### src/rtcnv_pkg.sv
// Package with offsets, field positions, reset values and types of the non-volatile register bank
package rtcnv_pkg;
	// ----------------------------------------------------------------
	// Register offsets
	// ----------------------------------------------------------------
	localparam logic [7:0] TEMP_VALUE_ADDR    = 8'h20;
	localparam logic [7:0] USER_NV_BYTE0_ADDR = 8'h28;
	localparam logic [7:0] USER_NV_BYTE1_ADDR = 8'h29;
	localparam logic [7:0] NV_CONFIG_ADDR     = 8'h30;
	localparam logic [7:0] XTAL_TRIM_ADDR     = 8'h31;
	localparam logic [7:0] XTAL_COEF_ADDR     = 8'h32;
	localparam logic [7:0] TURNOVER_ADDR      = 8'h33;

	// ----------------------------------------------------------------
	// Non-volatile image slots, in load order
	// ----------------------------------------------------------------
	localparam int          NV_SLOTS        = 6;
	localparam logic [2:0]  SLOT_USER0      = 3'h0;
	localparam logic [2:0]  SLOT_USER1      = 3'h1;
	localparam logic [2:0]  SLOT_CONFIG     = 3'h2;
	localparam logic [2:0]  SLOT_TRIM       = 3'h3;
	localparam logic [2:0]  SLOT_COEF       = 3'h4;
	localparam logic [2:0]  SLOT_TURNOVER   = 3'h5;
	localparam logic [2:0]  SLOT_LAST       = 3'h5;

	// ----------------------------------------------------------------
	// Field positions
	// ----------------------------------------------------------------
	localparam int CFG_TRICKLE_80K_BIT  = 7;
	localparam int CFG_TRICKLE_20K_BIT  = 6;
	localparam int CFG_TRICKLE_5K_BIT   = 5;
	localparam int CFG_TRICKLE_1K5_BIT  = 4;
	localparam int CFG_CLKSEL_HI_BIT    = 3;
	localparam int CFG_CLKSEL_LO_BIT    = 2;
	localparam int CFG_THERMO_EN_BIT    = 1;
	localparam int CFG_SCAN_PERIOD_BIT  = 0;
	localparam int TRIM_SIGN_BIT        = 7;
	localparam logic [6:0] TRIM_MAG_MAX = 7'h79;

	// ----------------------------------------------------------------
	// Reset values of the working copies, before the load completes
	// ----------------------------------------------------------------
	localparam logic [7:0] WORK_RESET_VALUE = 8'h00;

	// ----------------------------------------------------------------
	// Types
	// ----------------------------------------------------------------
	typedef enum logic [1:0] {
		LOAD_ISSUE,
		LOAD_TAKE,
		RUNNING
	} rtcnv_phase_e;

	typedef struct packed {
		logic       trickle_eighty_kohm_en;
		logic       trickle_twenty_kohm_en;
		logic       trickle_five_kohm_en;
		logic       trickle_one_half_kohm_en;
		logic       clock_out_sel_hi;
		logic       clock_out_sel_lo;
		logic       thermometerEn;
		logic       temp_scan_period;
	} rtcnv_config_s;

	typedef struct packed {
		logic       trimFast;
		logic [6:0] trimMagnitude;
		logic [7:0] crystalCoef;
		logic [7:0] turnover_temperature;
	} rtcnv_comp_s;
endpackage

### src/rtc_nv_config_regs.sv
// Non-volatile configuration, trim and user storage register bank
`timescale 1ns/10ps
// Notes on behaviour
// - Two 8-bit user bytes at 28h and 29h hold any value 0 to 255.
// - Control page holds configuration, offset trim, coefficient and turnover temperature.
// - Config bits 7..4 each enable one trickle resistor: 80k, 20k, 5k, 1.5k.
// - Config bits 3..2 form a code selecting the clock output frequency.
// - Config bit 1 enables the thermometer; clear disables temperature measurement.
// - Config bit 0 picks scan interval; 1 means every 16 seconds.
// - Offset, coefficient and turnover values are driven out for oscillator compensation.
// - Trim bits 6..0 are magnitude 0 to 121; bit 7 is sign, 1 fast.
// - With thermometer disabled the host may write temperature at 20h.
module rtc_nv_config_regs (
	input  wire logic                    sys_clk,
	input  wire logic                    rst_b,
	// Register port from the serial interface decoder
	input  wire logic [7:0]              regAddr,
	input  wire logic                    regWrEn,
	input  wire logic                    regRdEn,
	input  wire logic [7:0]              regWrData,
	output logic      [7:0]              regRdData,
	output logic                         regRdValid,
	output logic                         regBusy,
	// Non-volatile store, one-cycle read latency
	output logic      [2:0]              nvRdIndex,
	input  wire logic [7:0]              nvRdData,
	output logic                         nvWrEn,
	output logic      [2:0]              nvWrIndex,
	output logic      [7:0]              nvWrData,
	// Thermometer result
	input  wire logic                    tempMeasValid,
	input  wire logic [7:0]              tempMeasData,
	// Settings to the rest of the module
	output rtcnv_pkg::rtcnv_config_s     configOut,
	output rtcnv_pkg::rtcnv_comp_s       compOut,
	output logic      [7:0]              temperatureValue,
	output logic      [7:0]              userByte0,
	output logic      [7:0]              userByte1
);

	// ----------------------------------------------------------------
	// Storage and helpers
	// ----------------------------------------------------------------
	logic [7:0]              workCopy [rtcnv_pkg::NV_SLOTS];
	rtcnv_pkg::rtcnv_phase_e phase;
	logic [2:0]              loadIndex;
	logic [2:0]              wrSlot;
	logic                    wrHit;
	logic [7:0]              wrValue;
	logic [3:0]              addrSlot;

	// Maps a bus address onto an image slot
	function automatic logic [3:0] slot_of(input logic [7:0] addr);
		unique case (addr)
			rtcnv_pkg::USER_NV_BYTE0_ADDR: slot_of = {1'b1, rtcnv_pkg::SLOT_USER0};
			rtcnv_pkg::USER_NV_BYTE1_ADDR: slot_of = {1'b1, rtcnv_pkg::SLOT_USER1};
			rtcnv_pkg::NV_CONFIG_ADDR:     slot_of = {1'b1, rtcnv_pkg::SLOT_CONFIG};
			rtcnv_pkg::XTAL_TRIM_ADDR:     slot_of = {1'b1, rtcnv_pkg::SLOT_TRIM};
			rtcnv_pkg::XTAL_COEF_ADDR:     slot_of = {1'b1, rtcnv_pkg::SLOT_COEF};
			rtcnv_pkg::TURNOVER_ADDR:      slot_of = {1'b1, rtcnv_pkg::SLOT_TURNOVER};
			default:                       slot_of = 4'h0;
		endcase
	endfunction

	// Clamps a trim byte so the magnitude never exceeds its legal top
	function automatic logic [7:0] clamp_trim(input logic [7:0] value);
		if (value[6:0] > rtcnv_pkg::TRIM_MAG_MAX) begin
			clamp_trim = {value[rtcnv_pkg::TRIM_SIGN_BIT], rtcnv_pkg::TRIM_MAG_MAX};
		end else begin
			clamp_trim = value;
		end
	endfunction

	// ----------------------------------------------------------------
	// Power-up load sequencer
	// ----------------------------------------------------------------
	// Walks the image one slot at a time; the bank refuses host access meanwhile
	// load before use
	always_ff @(posedge sys_clk or negedge rst_b) begin
		if (!rst_b) begin
			phase     <= rtcnv_pkg::LOAD_ISSUE;
			loadIndex <= 3'h0;
		end else begin
			unique case (phase)
				rtcnv_pkg::LOAD_ISSUE: begin
					phase <= rtcnv_pkg::LOAD_TAKE;
				end
				rtcnv_pkg::LOAD_TAKE: begin
					if (loadIndex == rtcnv_pkg::SLOT_LAST) begin
						phase <= rtcnv_pkg::RUNNING;
					end else begin
						phase     <= rtcnv_pkg::LOAD_ISSUE;
						loadIndex <= loadIndex + 3'h1;
					end
				end
				rtcnv_pkg::RUNNING: begin
					phase <= rtcnv_pkg::RUNNING;
				end
			endcase
		end
	end

	assign regBusy   = (phase != rtcnv_pkg::RUNNING);
	assign nvRdIndex = loadIndex;

	// ----------------------------------------------------------------
	// Write decode
	// ----------------------------------------------------------------
	// Slot lookup shared by the write decode and the read port
	assign addrSlot = slot_of(regAddr);

	// decode of the six stored bytes
	always_comb begin
		wrHit   = regWrEn && !regBusy && addrSlot[3];
		wrSlot  = addrSlot[2:0];
		wrValue = regWrData;
		if (wrSlot == rtcnv_pkg::SLOT_TRIM) begin
			wrValue = clamp_trim(regWrData);
		end
	end

	// ----------------------------------------------------------------
	// Working copies
	// ----------------------------------------------------------------
	// Loaded from the store at power-up, then updated by host writes
	// working copy load
	always_ff @(posedge sys_clk or negedge rst_b) begin
		if (!rst_b) begin
			for (int i = 0; i < rtcnv_pkg::NV_SLOTS; i++) begin
				workCopy[i] <= rtcnv_pkg::WORK_RESET_VALUE;
			end
		end else if (phase == rtcnv_pkg::LOAD_TAKE) begin
			if (loadIndex == rtcnv_pkg::SLOT_TRIM) begin
				workCopy[loadIndex] <= clamp_trim(nvRdData);
			end else begin
				workCopy[loadIndex] <= nvRdData;
			end
		end else if (wrHit) begin
			workCopy[wrSlot] <= wrValue;
		end
	end

	// Every accepted write to one of the six stored bytes is also committed to the store
	always_ff @(posedge sys_clk or negedge rst_b) begin
		if (!rst_b) begin
			nvWrEn    <= 1'b0;
			nvWrIndex <= 3'h0;
			nvWrData  <= 8'h00;
		end else begin
			nvWrEn <= wrHit;
			if (wrHit) begin
				nvWrIndex <= wrSlot;
				nvWrData  <= wrValue;
			end
		end
	end

	// ----------------------------------------------------------------
	// Temperature value
	// ----------------------------------------------------------------
	// Host write allowed only while the thermometer is off, so a measurement
	// never races a host write
	always_ff @(posedge sys_clk or negedge rst_b) begin
		if (!rst_b) begin
			temperatureValue <= 8'h00;
		end else if (configOut.thermometerEn) begin
			if (tempMeasValid) begin
				temperatureValue <= tempMeasData;
			end
		end else if (regWrEn && !regBusy && regAddr == rtcnv_pkg::TEMP_VALUE_ADDR) begin
			temperatureValue <= regWrData;
		end
	end

	// ----------------------------------------------------------------
	// Read port
	// ----------------------------------------------------------------
	// Unmapped addresses read as zero; data is ready the cycle after the request
	always_ff @(posedge sys_clk or negedge rst_b) begin
		if (!rst_b) begin
			regRdData  <= 8'h00;
			regRdValid <= 1'b0;
		end else begin
			regRdValid <= regRdEn && !regBusy;
			if (regRdEn && !regBusy) begin
				if (addrSlot[3]) begin
					regRdData <= workCopy[addrSlot[2:0]];
				end else if (regAddr == rtcnv_pkg::TEMP_VALUE_ADDR) begin
					regRdData <= temperatureValue;
				end else begin
					regRdData <= 8'h00;
				end
			end
		end
	end

	// ----------------------------------------------------------------
	// Settings outputs
	// ----------------------------------------------------------------
	// Configuration outputs held at zero until the load completes; compensation and user byte outputs follow the working copies directly
	// configuration outputs: trickle enables, clock select, thermometer enable, scan period
	assign configOut.trickle_eighty_kohm_en =
		!regBusy && workCopy[rtcnv_pkg::SLOT_CONFIG][rtcnv_pkg::CFG_TRICKLE_80K_BIT];
	assign configOut.trickle_twenty_kohm_en =
		!regBusy && workCopy[rtcnv_pkg::SLOT_CONFIG][rtcnv_pkg::CFG_TRICKLE_20K_BIT];
	assign configOut.trickle_five_kohm_en =
		!regBusy && workCopy[rtcnv_pkg::SLOT_CONFIG][rtcnv_pkg::CFG_TRICKLE_5K_BIT];
	assign configOut.trickle_one_half_kohm_en =
		!regBusy && workCopy[rtcnv_pkg::SLOT_CONFIG][rtcnv_pkg::CFG_TRICKLE_1K5_BIT];
	assign configOut.clock_out_sel_hi =
		!regBusy && workCopy[rtcnv_pkg::SLOT_CONFIG][rtcnv_pkg::CFG_CLKSEL_HI_BIT];
	assign configOut.clock_out_sel_lo =
		!regBusy && workCopy[rtcnv_pkg::SLOT_CONFIG][rtcnv_pkg::CFG_CLKSEL_LO_BIT];
	assign configOut.thermometerEn =
		!regBusy && workCopy[rtcnv_pkg::SLOT_CONFIG][rtcnv_pkg::CFG_THERMO_EN_BIT];
	assign configOut.temp_scan_period =
		!regBusy && workCopy[rtcnv_pkg::SLOT_CONFIG][rtcnv_pkg::CFG_SCAN_PERIOD_BIT];

	assign compOut.trimFast             = workCopy[rtcnv_pkg::SLOT_TRIM][rtcnv_pkg::TRIM_SIGN_BIT];
	assign compOut.trimMagnitude        = workCopy[rtcnv_pkg::SLOT_TRIM][6:0];
	assign compOut.crystalCoef          = workCopy[rtcnv_pkg::SLOT_COEF];
	assign compOut.turnover_temperature = workCopy[rtcnv_pkg::SLOT_TURNOVER];

	assign userByte0 = workCopy[rtcnv_pkg::SLOT_USER0];
	assign userByte1 = workCopy[rtcnv_pkg::SLOT_USER1];

endmodule

### config.mk
export PLATFORM = sky130hd
export DESIGN_NAME = rtc_nv_config_regs
export DESIGN_NICKNAME = d
export VERILOG_FILES = /design/src/rtcnv_pkg.sv /design/src/rtc_nv_config_regs.sv
export SDC_FILE = /design/constraint.sdc
export NUM_CORES = 1
export LEC_CHECK = 0
export ABC_AREA = 1
export BUFFER_PORTS_ARGS = -buffer_cell sky130_fd_sc_hd__buf_4
export CORE_MARGIN = 1
export CORE_UTILIZATION = 49
export CTS_CLUSTER_SIZE = 25
export DETAILED_ROUTE_END_ITERATION = 12
export HOLD_SLACK_MARGIN = 0.03
export PLACE_DENSITY = 0.75
export SKIP_LAST_GASP = 1
export SLEW_MARGIN = 25
export SYNTH_ARGS = -nofsm -noshare
export SYNTH_HDL_FRONTEND = slang
export SYNTH_SLANG_ARGS = --single-unit
### constraint.sdc
create_clock -name sys_clk -period 1.75 [get_ports sys_clk]
set_input_delay 0.175 -clock sys_clk [delete_from_list [all_inputs] [get_ports sys_clk]]
set_output_delay 0.175 -clock sys_clk [all_outputs]
set_load 0.01 [all_outputs]
# --- Word level (Yosys, flattened, before mapping) ---
# Cells that the tools add are included.
op_classes:
  n_reduce_logical: 20
  mul: 0
  n_bitwise: 3
  div_mod_pow: 0
  shifts: 0
  addsub: 1
  n_eq_ne: 14
  n_lt_le_gt_ge: 6
  mux: 26
ops:
  columns: ["op", "count"]
  rows:
  - ["$bwmux 48", 3]
  - ["$mux 48", 3]
  - ["$mux 8", 11]
  - ["$eq 8x6->1 const B", 7]
  - ["$demux 8 s3", 2]
  - ["$bmux 8 s3", 1]
  - ["$pmux 4 s6", 1]
  - ["$mux 7", 3]
  - ["$gt 7x7->1 const B", 2]
  - ["$logic_and 1x1->1", 14]
  - ["$ge 4x4->1 const B", 2]
  - ["$lt 4x1->1 const B", 2]
  - ["$not 3->4", 2]
  - ["$eq 3x2->1 const B", 2]
  - ["$pmux 2 s3", 1]
  - ["$ne 2x2->1 const B", 2]
  - ["$reduce_and 2->1", 2]
  - ["$reduce_bool 2->1", 2]
  - ["$add 3x1->3 const B", 1]
  - ["$eq 3x3->1 const B", 1]
  - ["$eq 2x1->1 const B", 1]
  - ["$eq 2x2->1 const B", 1]
  - ["$logic_not 2->1", 1]
  - ["$mux 2", 1]
  - ["other kinds (2)", 2]
totals:
  elab_cells: 84
  latch_bits: 0
  ramBits: 0
  rom_bits: 0
  ff_bits: 82
  input_bits: 37
  memories: 0
  output_inout_bits: 81

# --- Longest topological paths before layout ---
# Gate-level depths: netlist of run 1.
logic_depth:
  ltp_word: 10
  mapped_depth: 14
  ltp_nobuf: 13

# --- Least setup slack after synthesis of run 1 ---
# Ideal clock, no wire load.
synth_path:
  path_kind: "reg-to-reg"
  startpoint: "register phase[0]"
  endpoint: "register temperatureValue[5]"
  required_time_ns: 1.623
  path_stages_with_launch: 11
  n_path_buf: 2
  setup_ns: 0.127
  synth_period_minus_slack_ns: 1.809
  t_arrival_ns: 1.682
  path_slack_ns: -0.059
  cell_sequence: "dfrtp_1 inv_1 ha_1 buf_2 nand2_1 clkinv_1 nand2_1 nand2_2 buf_4 nor2_1 a31oi_1"
synth_lines:
  columns: ["element", "line", "rtl"]
  rows:
  - ["start: declaration", "rtc_nv_config_regs.sv:45", "rtcnv_pkg::rtcnv_phase_e phase;"]
  - ["start signal: assignment", "rtc_nv_config_regs.sv:81", "phase <= rtcnv_pkg::LOAD_ISSUE;"]
  - ["start signal: assignment", "rtc_nv_config_regs.sv:86", "phase <= rtcnv_pkg::LOAD_TAKE;"]
  - ["start signal: assignment", "rtc_nv_config_regs.sv:90", "phase <= rtcnv_pkg::RUNNING;"]
  - ["end signal: assignment", "rtc_nv_config_regs.sv:168", "temperatureValue <= tempMeasData;"]
  - ["end signal: assignment", "rtc_nv_config_regs.sv:171", "temperatureValue <= regWrData;"]
  - ["end: declaration", "rtc_nv_config_regs.sv:36", "output logic [7:0] temperatureValue,"]

==> results list, run 1 <==
- Of the post-synthesis cell area, the dominant cell type holds 0.414.
- Clock latency reported for the late side of the worst-skew pair: 0.38 ns
- The first routing iteration left 273 violations.
- Post-detailed-route count of antenna-violating nets: 0
* Ys Warns: 0
* Cell type contributing the most total cell area after synthesis: sky130_fd_sc_hd__dfrtp_1
- Setup tns final: 0 ns
- At the pin with the least slew margin, the transition time is 0.555 ns.
- After detailed routing, the average wire length per cell comes to 17.4 µm.
- Hold is met by 0.0621 ns.
- Count of antenna diodes in the layout: 0
- For the worst setup path, the data required time is 1.57 ns.
- Instance area at placement: 0.00597 mm²
- For this design the top-level I/O count stands at 118.
* Cells after synthesis: 658
- Maximum clock frequency: 0.596 GHz
* Syn-to-layout area delta: 25.7%
* Count of buffers inserted at the top-level ports: 117
- Antenna violations before repair: 0
- Final Net Count: 813
- Cts bufs inserted: 9
* Via count of the first global-routing pass: 4525
- Total iterations of the first detailed-routing run: 5
- After global routing the overflow that remains totals 0.
- Routed wire length: 15800 µm
- Yosys instantiated no cell more often than sky130_fd_sc_hd__nand2_1.
- Measured along the x axis, the die boundary spans 103 µm.
- Setup repair after global routing could not meet its margin everywhere.
- Number of enable flip-flop cells after synthesis: 0
- Dividing total power by cell area gives a power density of 694 mW/mm².
* Maximum vdd ir drop: 0.353 mV
- Entering global routing, the biggest net connects 33 pins.
* Class of the tightest hold or removal check: in2reg
* Post-route cell area: 0.00623 mm²
* Clock-pin transition on the worst setup and hold timing paths: 0.09 ns
* Dominant synthesized flop cell: sky130_fd_sc_hd__dfrtp_1
- H-tree Lvls: 3
- Status: finished, final reports clean
- Total core area: 0.00977 mm²
* Clock tree from TritonCTS: yes
- For this design, the sink count on the clock tree is 82.
- Most frequent cells after synthesis: sky130_fd_sc_hd__nand2_1 (124), sky130_fd_sc_hd__inv_1 (89), sky130_fd_sc_hd__dfrtp_1 (82), sky130_fd_sc_hd__nand3_1 (73), sky130_fd_sc_hd__nor2_1 (58)
- Clock Root Buffer: sky130_fd_sc_hd__clkbuf_8
* DR DRC count: 0
* Max Slew Vio Count: 0
- In the synthesized netlist the async set-or-reset flop fraction comes to 1.00.
- Critical path startpoint category: flip-flop
* Cell row count: 36
- When the netlist entered floorplanning its net count stood at 700.
- The initial utilization of the core area, before any placement, comes to 0.507.
* Gp weighted congestion: 0.933
- In this run the static leakage power is 3.21 nW.
- STA puts the critical path data arrival time at 1.50 ns.
- Total GRT Usage: 0.317
* Crit end category: primary output
- A synthesized cell averages 7.54 µm².
- Number of vias in the routed layout: 4918
- Number of different library cells in the post-synthesis netlist: 37
- Top fanout value on the critical path: 10
* Count of final setup violators: 0
* Sequential element share of the synthesized area: 0.414
- Via/cell ratio: 5.41
- Summed over all nets, the half-perimeter wirelength after detailed placement is 12300 µm.
* Final Hold Violating Endpoints: 0
- Dividing the final minimum period by the clock period gives 0.959.
- First-pass GRT wire length: 24500 µm
* Fillers: 890
- Counting along the longest clock path gives a buffer depth of 2.
- Clock skew on the completed layout was measured at 0.00766 ns.
- Combined area of all synthesized cells: 0.00496 mm²
- Headroom to the max-slew limit: 0.629
- The die covers 0.0105 mm².
* Type of the worst setup path: reg2out
- Max-capacitance violation count: 0
- Synthesis-stage register bit count: 82
- Share of post-route cells with drive strength above 1: 0.282
* Floorplan die height: 103 µm
- Post-layout min period: 1.68 ns
- Sorting the synthesized cells by area gives the leading types as sky130_fd_sc_hd__dfrtp_1 (41%), sky130_fd_sc_hd__nand2_1 (9.4%), sky130_fd_sc_hd__nand3_1 (7.4%), sky130_fd_sc_hd__buf_4 (7.0%), sky130_fd_sc_hd__inv_1 (6.7%).
## critical path, stage by stage (launching register included)
cell	delay, ns
sky130_fd_sc_hd__dfrtp_1	0.36
sky130_fd_sc_hd__inv_1	0.05
sky130_fd_sc_hd__ha_1	0.20
sky130_fd_sc_hd__buf_4	0.18
sky130_fd_sc_hd__nand2_2	0.10
sky130_fd_sc_hd__clkinv_4	0.09
sky130_fd_sc_hd__buf_4	0.15
## cell families after synthesis
family | synth area share
fa+ha+maj | 0.0126
xor+xnor | 0.00177
flops | 0.414
compound gates | 0.152
simple gates | 0.261
buf+inv | 0.158
## worst paths after layout
check,slack [ns],start,endpoint,depth (start not counted)
setup / recovery,0.07,phase[0],configOut[1],6
hold reg to reg,0.49,nvWrData[6],nvWrData[6],2
max in group asynchronous,0.97,rst_b,userByte1[4],3
min in group asynchronous,0.25,rst_b,nvRdIndex[2],2
hold / removal,0.06,tempMeasData[3],temperatureValue[3],3
setup reg to reg,0.09,nvRdIndex[2],workCopy[24],8
## flip-flops by register name (all words and copies together), names as in the netlist, 2 cells and up
register	count
regRdData	8
nvWrData	8
compOut	24
workCopy	8
nvWrIndex	3
userByte0	8
temperatureValue	8
nvRdIndex	3
userByte1	8
phase	2
## metal layers
metal | GRT usage | vias up | share of wire
met4 | 0.121 | 0 | 0.021
met2 | 0.504 | 199 | 0.48
li1 | - | 2350 | -
met5 | 0 | - | 0
met3 | 0.0658 | 28 | 0.073
met1 | 0.426 | 2341 | 0.42
## stage by stage
step / worst slack [ns] / instances / utilization / total power [mW]
after floorplan: 0.0574 / 658 / - / 2.67
after global placement: -0.0422 / 888 / 0.610 / 3.08
after detailed placement: -0.0450 / 888 / 0.610 / 3.09
after CTS: 0.0127 / 905 / 0.630 / 4.34
after global routing: -0.0230 / 909 / 0.638 / 4.54
final: 0.0723 / 909 / 0.638 / 4.33
## cell type report
type	count	area (µm²)	share of cell area
multi-input combinational	418	2170	0.348
timing repair buffer	162	1300	0.208
sequential	82	2050	0.329
inverter	98	375	0.0602
tap	133	166	0.0267
clock buffer	11	141	0.0227
clock inverter	5	30.0	0.00482
## cell usage in the layout (no fill, tap or decap), types with 5 or more instances in the layout
cell type / netlist / final
sky130_fd_sc_hd__inv_1: 89 / 87
sky130_fd_sc_hd__a31oi_1: 15 / 15
sky130_fd_sc_hd__inv_2: 7 / 8
sky130_fd_sc_hd__o22ai_1: 17 / 17
sky130_fd_sc_hd__o211ai_1: 11 / 11
sky130_fd_sc_hd__nor2_1: 58 / 56
sky130_fd_sc_hd__nand2_4: 3 / 5
sky130_fd_sc_hd__clkbuf_8: 0 / 10
sky130_fd_sc_hd__o21ai_1: 13 / 15
sky130_fd_sc_hd__buf_4: 46 / 154
sky130_fd_sc_hd__dfrtp_1: 82 / 82
sky130_fd_sc_hd__a21oi_1: 33 / 33
sky130_fd_sc_hd__nand2_2: 5 / 7
sky130_fd_sc_hd__o21ai_0: 30 / 28
sky130_fd_sc_hd__nand3_1: 73 / 73
sky130_fd_sc_hd__nand2_1: 124 / 120
sky130_fd_sc_hd__nand4_1: 5 / 5
sky130_fd_sc_hd__buf_12: 0 / 6
## power breakdown
part / switching, mW / internal (mW)
Combinational: 0.495 / 0.401
Sequential: 0.112 / 2.05
Clock: 0.725 / 0.547
## timing repair
| item | 4_1_cts | 5_1_grt |
|---|---|---|
| pin swaps | 0 | 4 |
| hold buffers | 1 | 0 |
| endpoints found under the hold margin | 23 | 0 |
| endpoints found under the setup margin | 9 | 41 |
| setup buffers | 0 | 4 |
| resized for setup | 3 | 16 |
No activity file was read; power rests on OpenSTA's default activity.
==> run 2: changes to the inputs <==
- ABC_AREA: 1 -> unset
==> results list, run 2 <==
- The final number of max-transition violations came to 0.
- STA classifies the critical path startpoint as a flip-flop.
- TritonCTS built the clock tree.
- Setup slack after placement: -0.276 ns
* Synthesis-stage register bit count: 82
* Worst Hold Slack: 0.130 ns
* Ys Warns: 0
* CTS Buffer Depth: 2
- Arrival time worst endpoint: 2.16 ns
- Critical register-to-register path endpoint: compOut[16]
- End point of the critical path: compOut[16]
- The path class of the tightest hold or removal check is in2reg.
- Share of post-route cells with drive strength above 1: 0.458
* R2r startpoint: phase[0]
* Most frequent cell after synthesis: sky130_fd_sc_hd__dfrtp_1
* Most common library cell in the layout ignoring fill and taps: sky130_fd_sc_hd__buf_4
* Max-capacitance violation count: 0
- Clock Root Buffer: sky130_fd_sc_hd__clkbuf_8
* Most frequent cells after synthesis: sky130_fd_sc_hd__dfrtp_1 (82), sky130_fd_sc_hd__nand2_1 (75), sky130_fd_sc_hd__buf_4 (40), sky130_fd_sc_hd__a22oi_1 (25), sky130_fd_sc_hd__nor2_1 (21)
- Final Net Count: 687
* Clock latency reported for the late side of the worst-skew pair: 0.36 ns
- The clock tree synthesis step divided the H-tree into 3 levels.
- Count of buffers inserted at the top-level ports: 117
- The worst setup path is of the reg2reg kind.
- The number of cells on the worst reg-to-reg path is 6.
- The register with the most flip-flops in the layout has 24 of them.
- Setup repair after global routing could not meet its margin everywhere.
- The number of antenna diodes in the final layout is 0.
- Combined area of all synthesized cells: 0.00469 mm²
- Maximum clock frequency: 0.523 GHz
- Ranked by total cell area, the synthesized netlist is headed by sky130_fd_sc_hd__dfrtp_1 (44%), sky130_fd_sc_hd__buf_4 (6.4%), sky130_fd_sc_hd__nand2_1 (6.0%), sky130_fd_sc_hd__a22oi_1 (4.0%), sky130_fd_sc_hd__mux2i_1 (3.4%).
- Die Outline Area: 0.00996 mm²
- Measured along the y axis, the die boundary spans 99.8 µm.
- Share of the synthesized area in the top cell type: 0.438
- Top fanout value on the critical path: 6
- Leakage power of the design: 3.14 nW
* Required time of the worst setup path: 2.00 ns
- Measured along the x axis, the die boundary spans 99.8 µm.
* Worst Hold Launch: tempMeasData[5]
- Each instance of the synthesized netlist takes up on average 9.58 µm².
- The first global-routing pass estimated 25100 µm of wire.
- Smallest setup slack after layout: -0.162 ns
- Post-detailed-route count of antenna-violating nets: 0
- IO Pins: 118
* Cell type contributing the most total cell area after synthesis: sky130_fd_sc_hd__dfrtp_1
- The first TritonRoute pass finished after 5 iterations.
* Count of final setup violators: 31
* Period utilisation layout: 1.09
- After legalization and detailed placement, the total HPWL measured 12300 µm.
- Dominant synthesized flop cell: sky130_fd_sc_hd__dfrtp_1
- Routed wire length: 16800 µm
- Number of different library cells in the post-synthesis netlist: 52
- The region available for standard cell placement spans 0.00924 mm².
* Cts bufs inserted: 9
* Sequential element share of the synthesized area: 0.438
* Total power divided by cell area: 718 mW/mm²
* Post-layout min period: 1.91 ns
- Headroom to the max-slew limit: 0.723
- The critical path starts at phase[0].
- Relative to the synthesized area, the layout overhead comes to 43.4%.
- Via count of the first global-routing pass: 4549
- The checks that failed: setup timing.
- In the global route stage, overall resource usage came out at 0.340.
- Antenna violations before repair: 0
* Maximum vdd ir drop: 0.475 mV
- Commonest cells after routing, fill and taps aside: sky130_fd_sc_hd__buf_4 (189), sky130_fd_sc_hd__dfrtp_1 (82), sky130_fd_sc_hd__nand2_1 (70), sky130_fd_sc_hd__a21oi_1 (20), sky130_fd_sc_hd__nor2_1 (18)
* Cells after synthesis: 489
- For flop-to-flop paths, the worst setup slack is -0.16 ns.
- Post-synth net total: 531
- The worst setup path is captured at a flip-flop.
- Clock sink count: 82
- Summed over all failing endpoints, the final setup total negative slack is -2.34 ns.
- Gp weighted congestion: 0.985
- The detailed router placed 4645 vias in this run.
- The layout has 695 filler cells.
- In this run the core area contains 35 standard-cell rows.
- DR DRC count: 0
- Slew at the pin closest to its max-slew limit: 0.412 ns
- For the final database, setup skew stands at 0.00792 ns.
* Clock-pin transition on the worst setup and hold timing paths: 0.09 ns
- Wire length per cell after detailed routing: 21.6 µm
- The run finished, with violations left.
* Share of flip-flops with an asynchronous set or reset after synthesis: 1.00
- Entering global routing, the biggest net connects 45 pins.
- Global route total overflow: 0
- Number of enable flip-flop cells after synthesis: 0
* Initial Util: 0.507
- Via/cell ratio: 5.98
* Number of DRC violations after detailed-routing iteration 0: 382
- The count of final hold-check violations was 0.
[run 2: changes by cell type after synthesis, sizes merged, moves of 10 or more]
cell,change
a21oi,-14
a22oi,+24
and2,+13
clkbuf,+10
inv,-87
mux2,+13
mux2i,+16
nand2,-54
nand3,-67
nor2,-41
o21ai,-25
o22ai,-11
o2bb2ai,+18
or3,+11
[run 2: logic make-up after synthesis]
group,Yosys count,share of synthesized area
fa+ha+maj,5,0.0133
flops,82,0.438
xor+xnor,1,0.00187
buf+inv,74,0.0924
mux,29,0.0654
simple gates,162,0.176
compound gates,136,0.214
[run 2: through the flow]
step                utilization  area (µm²)  power (mW)  std cells
CTS                       0.713        6580        4.80        777
finish                    0.728        6720        4.83        777
global placement          0.664        6130        3.14        761
global route              0.728        6720        4.99        777
floorplan                     -        4750        2.72        489
detailed placement        0.664        6130        3.16        761
[run 2: area by class of cell]
type	instances	area, µm²	share of cell area
Sequential cell	82	2050	0.305
Timing Repair Buffer	210	1730	0.258
Tap cell	129	161	0.0240
Clock inverter	5	105	0.0156
Inverter	9	33.8	0.00503
Multi-Input combinational cell	333	2510	0.374
Clock buffer	9	124	0.0184
[run 2: worst min-delay path by stage]
stage,slack [ns],depth (start not counted),endpoint
after floorplan,-0.12,0,compOut[0]
after CTS,0.12,3,compOut[15]
after global routing,0.15,3,temperatureValue[4]
final,0.13,3,temperatureValue[5]
after detailed placement,0.01,1,nvRdIndex[1]
after global placement,0.01,1,nvRdIndex[1]
[run 2: timing repair]
item | CTS | global route
hold endpoints to repair | 82 | 0
gates resized for setup | 40 | 29
setup endpoints to repair | 55 | 70
buffers inserted | 6 | 2
pin swaps | 14 | 24
hold buffers | 1 | 0
[run 2: power breakdown]
part	total, mW	switching [mW]	internal, mW
Combinational	0.967	0.468	0.499
Clock	1.65	0.715	0.932
Sequential	2.22	0.156	2.06
Total	4.83	1.34	3.49
[run 2: layer usage]
metal / GRT usage / vias up / share of wire
met2: 0.523 / 244 / 0.48
met4: 0.165 / 0 / 0.039
met3: 0.0474 / 43 / 0.072
met1: 0.475 / 2295 / 0.41
li1: - / 2063 / -
met5: 0 / - / 0
[run 2: worst max-delay path: stages (launching register included)]
cell	delay [ns]
sky130_fd_sc_hd__dfrtp_1	0.43
sky130_fd_sc_hd__ha_4	0.20
sky130_fd_sc_hd__nand4b_1	0.23
sky130_fd_sc_hd__or3_4	0.38
sky130_fd_sc_hd__nor2b_4	0.14
sky130_fd_sc_hd__buf_6	0.12
sky130_fd_sc_hd__a221o_1	0.30
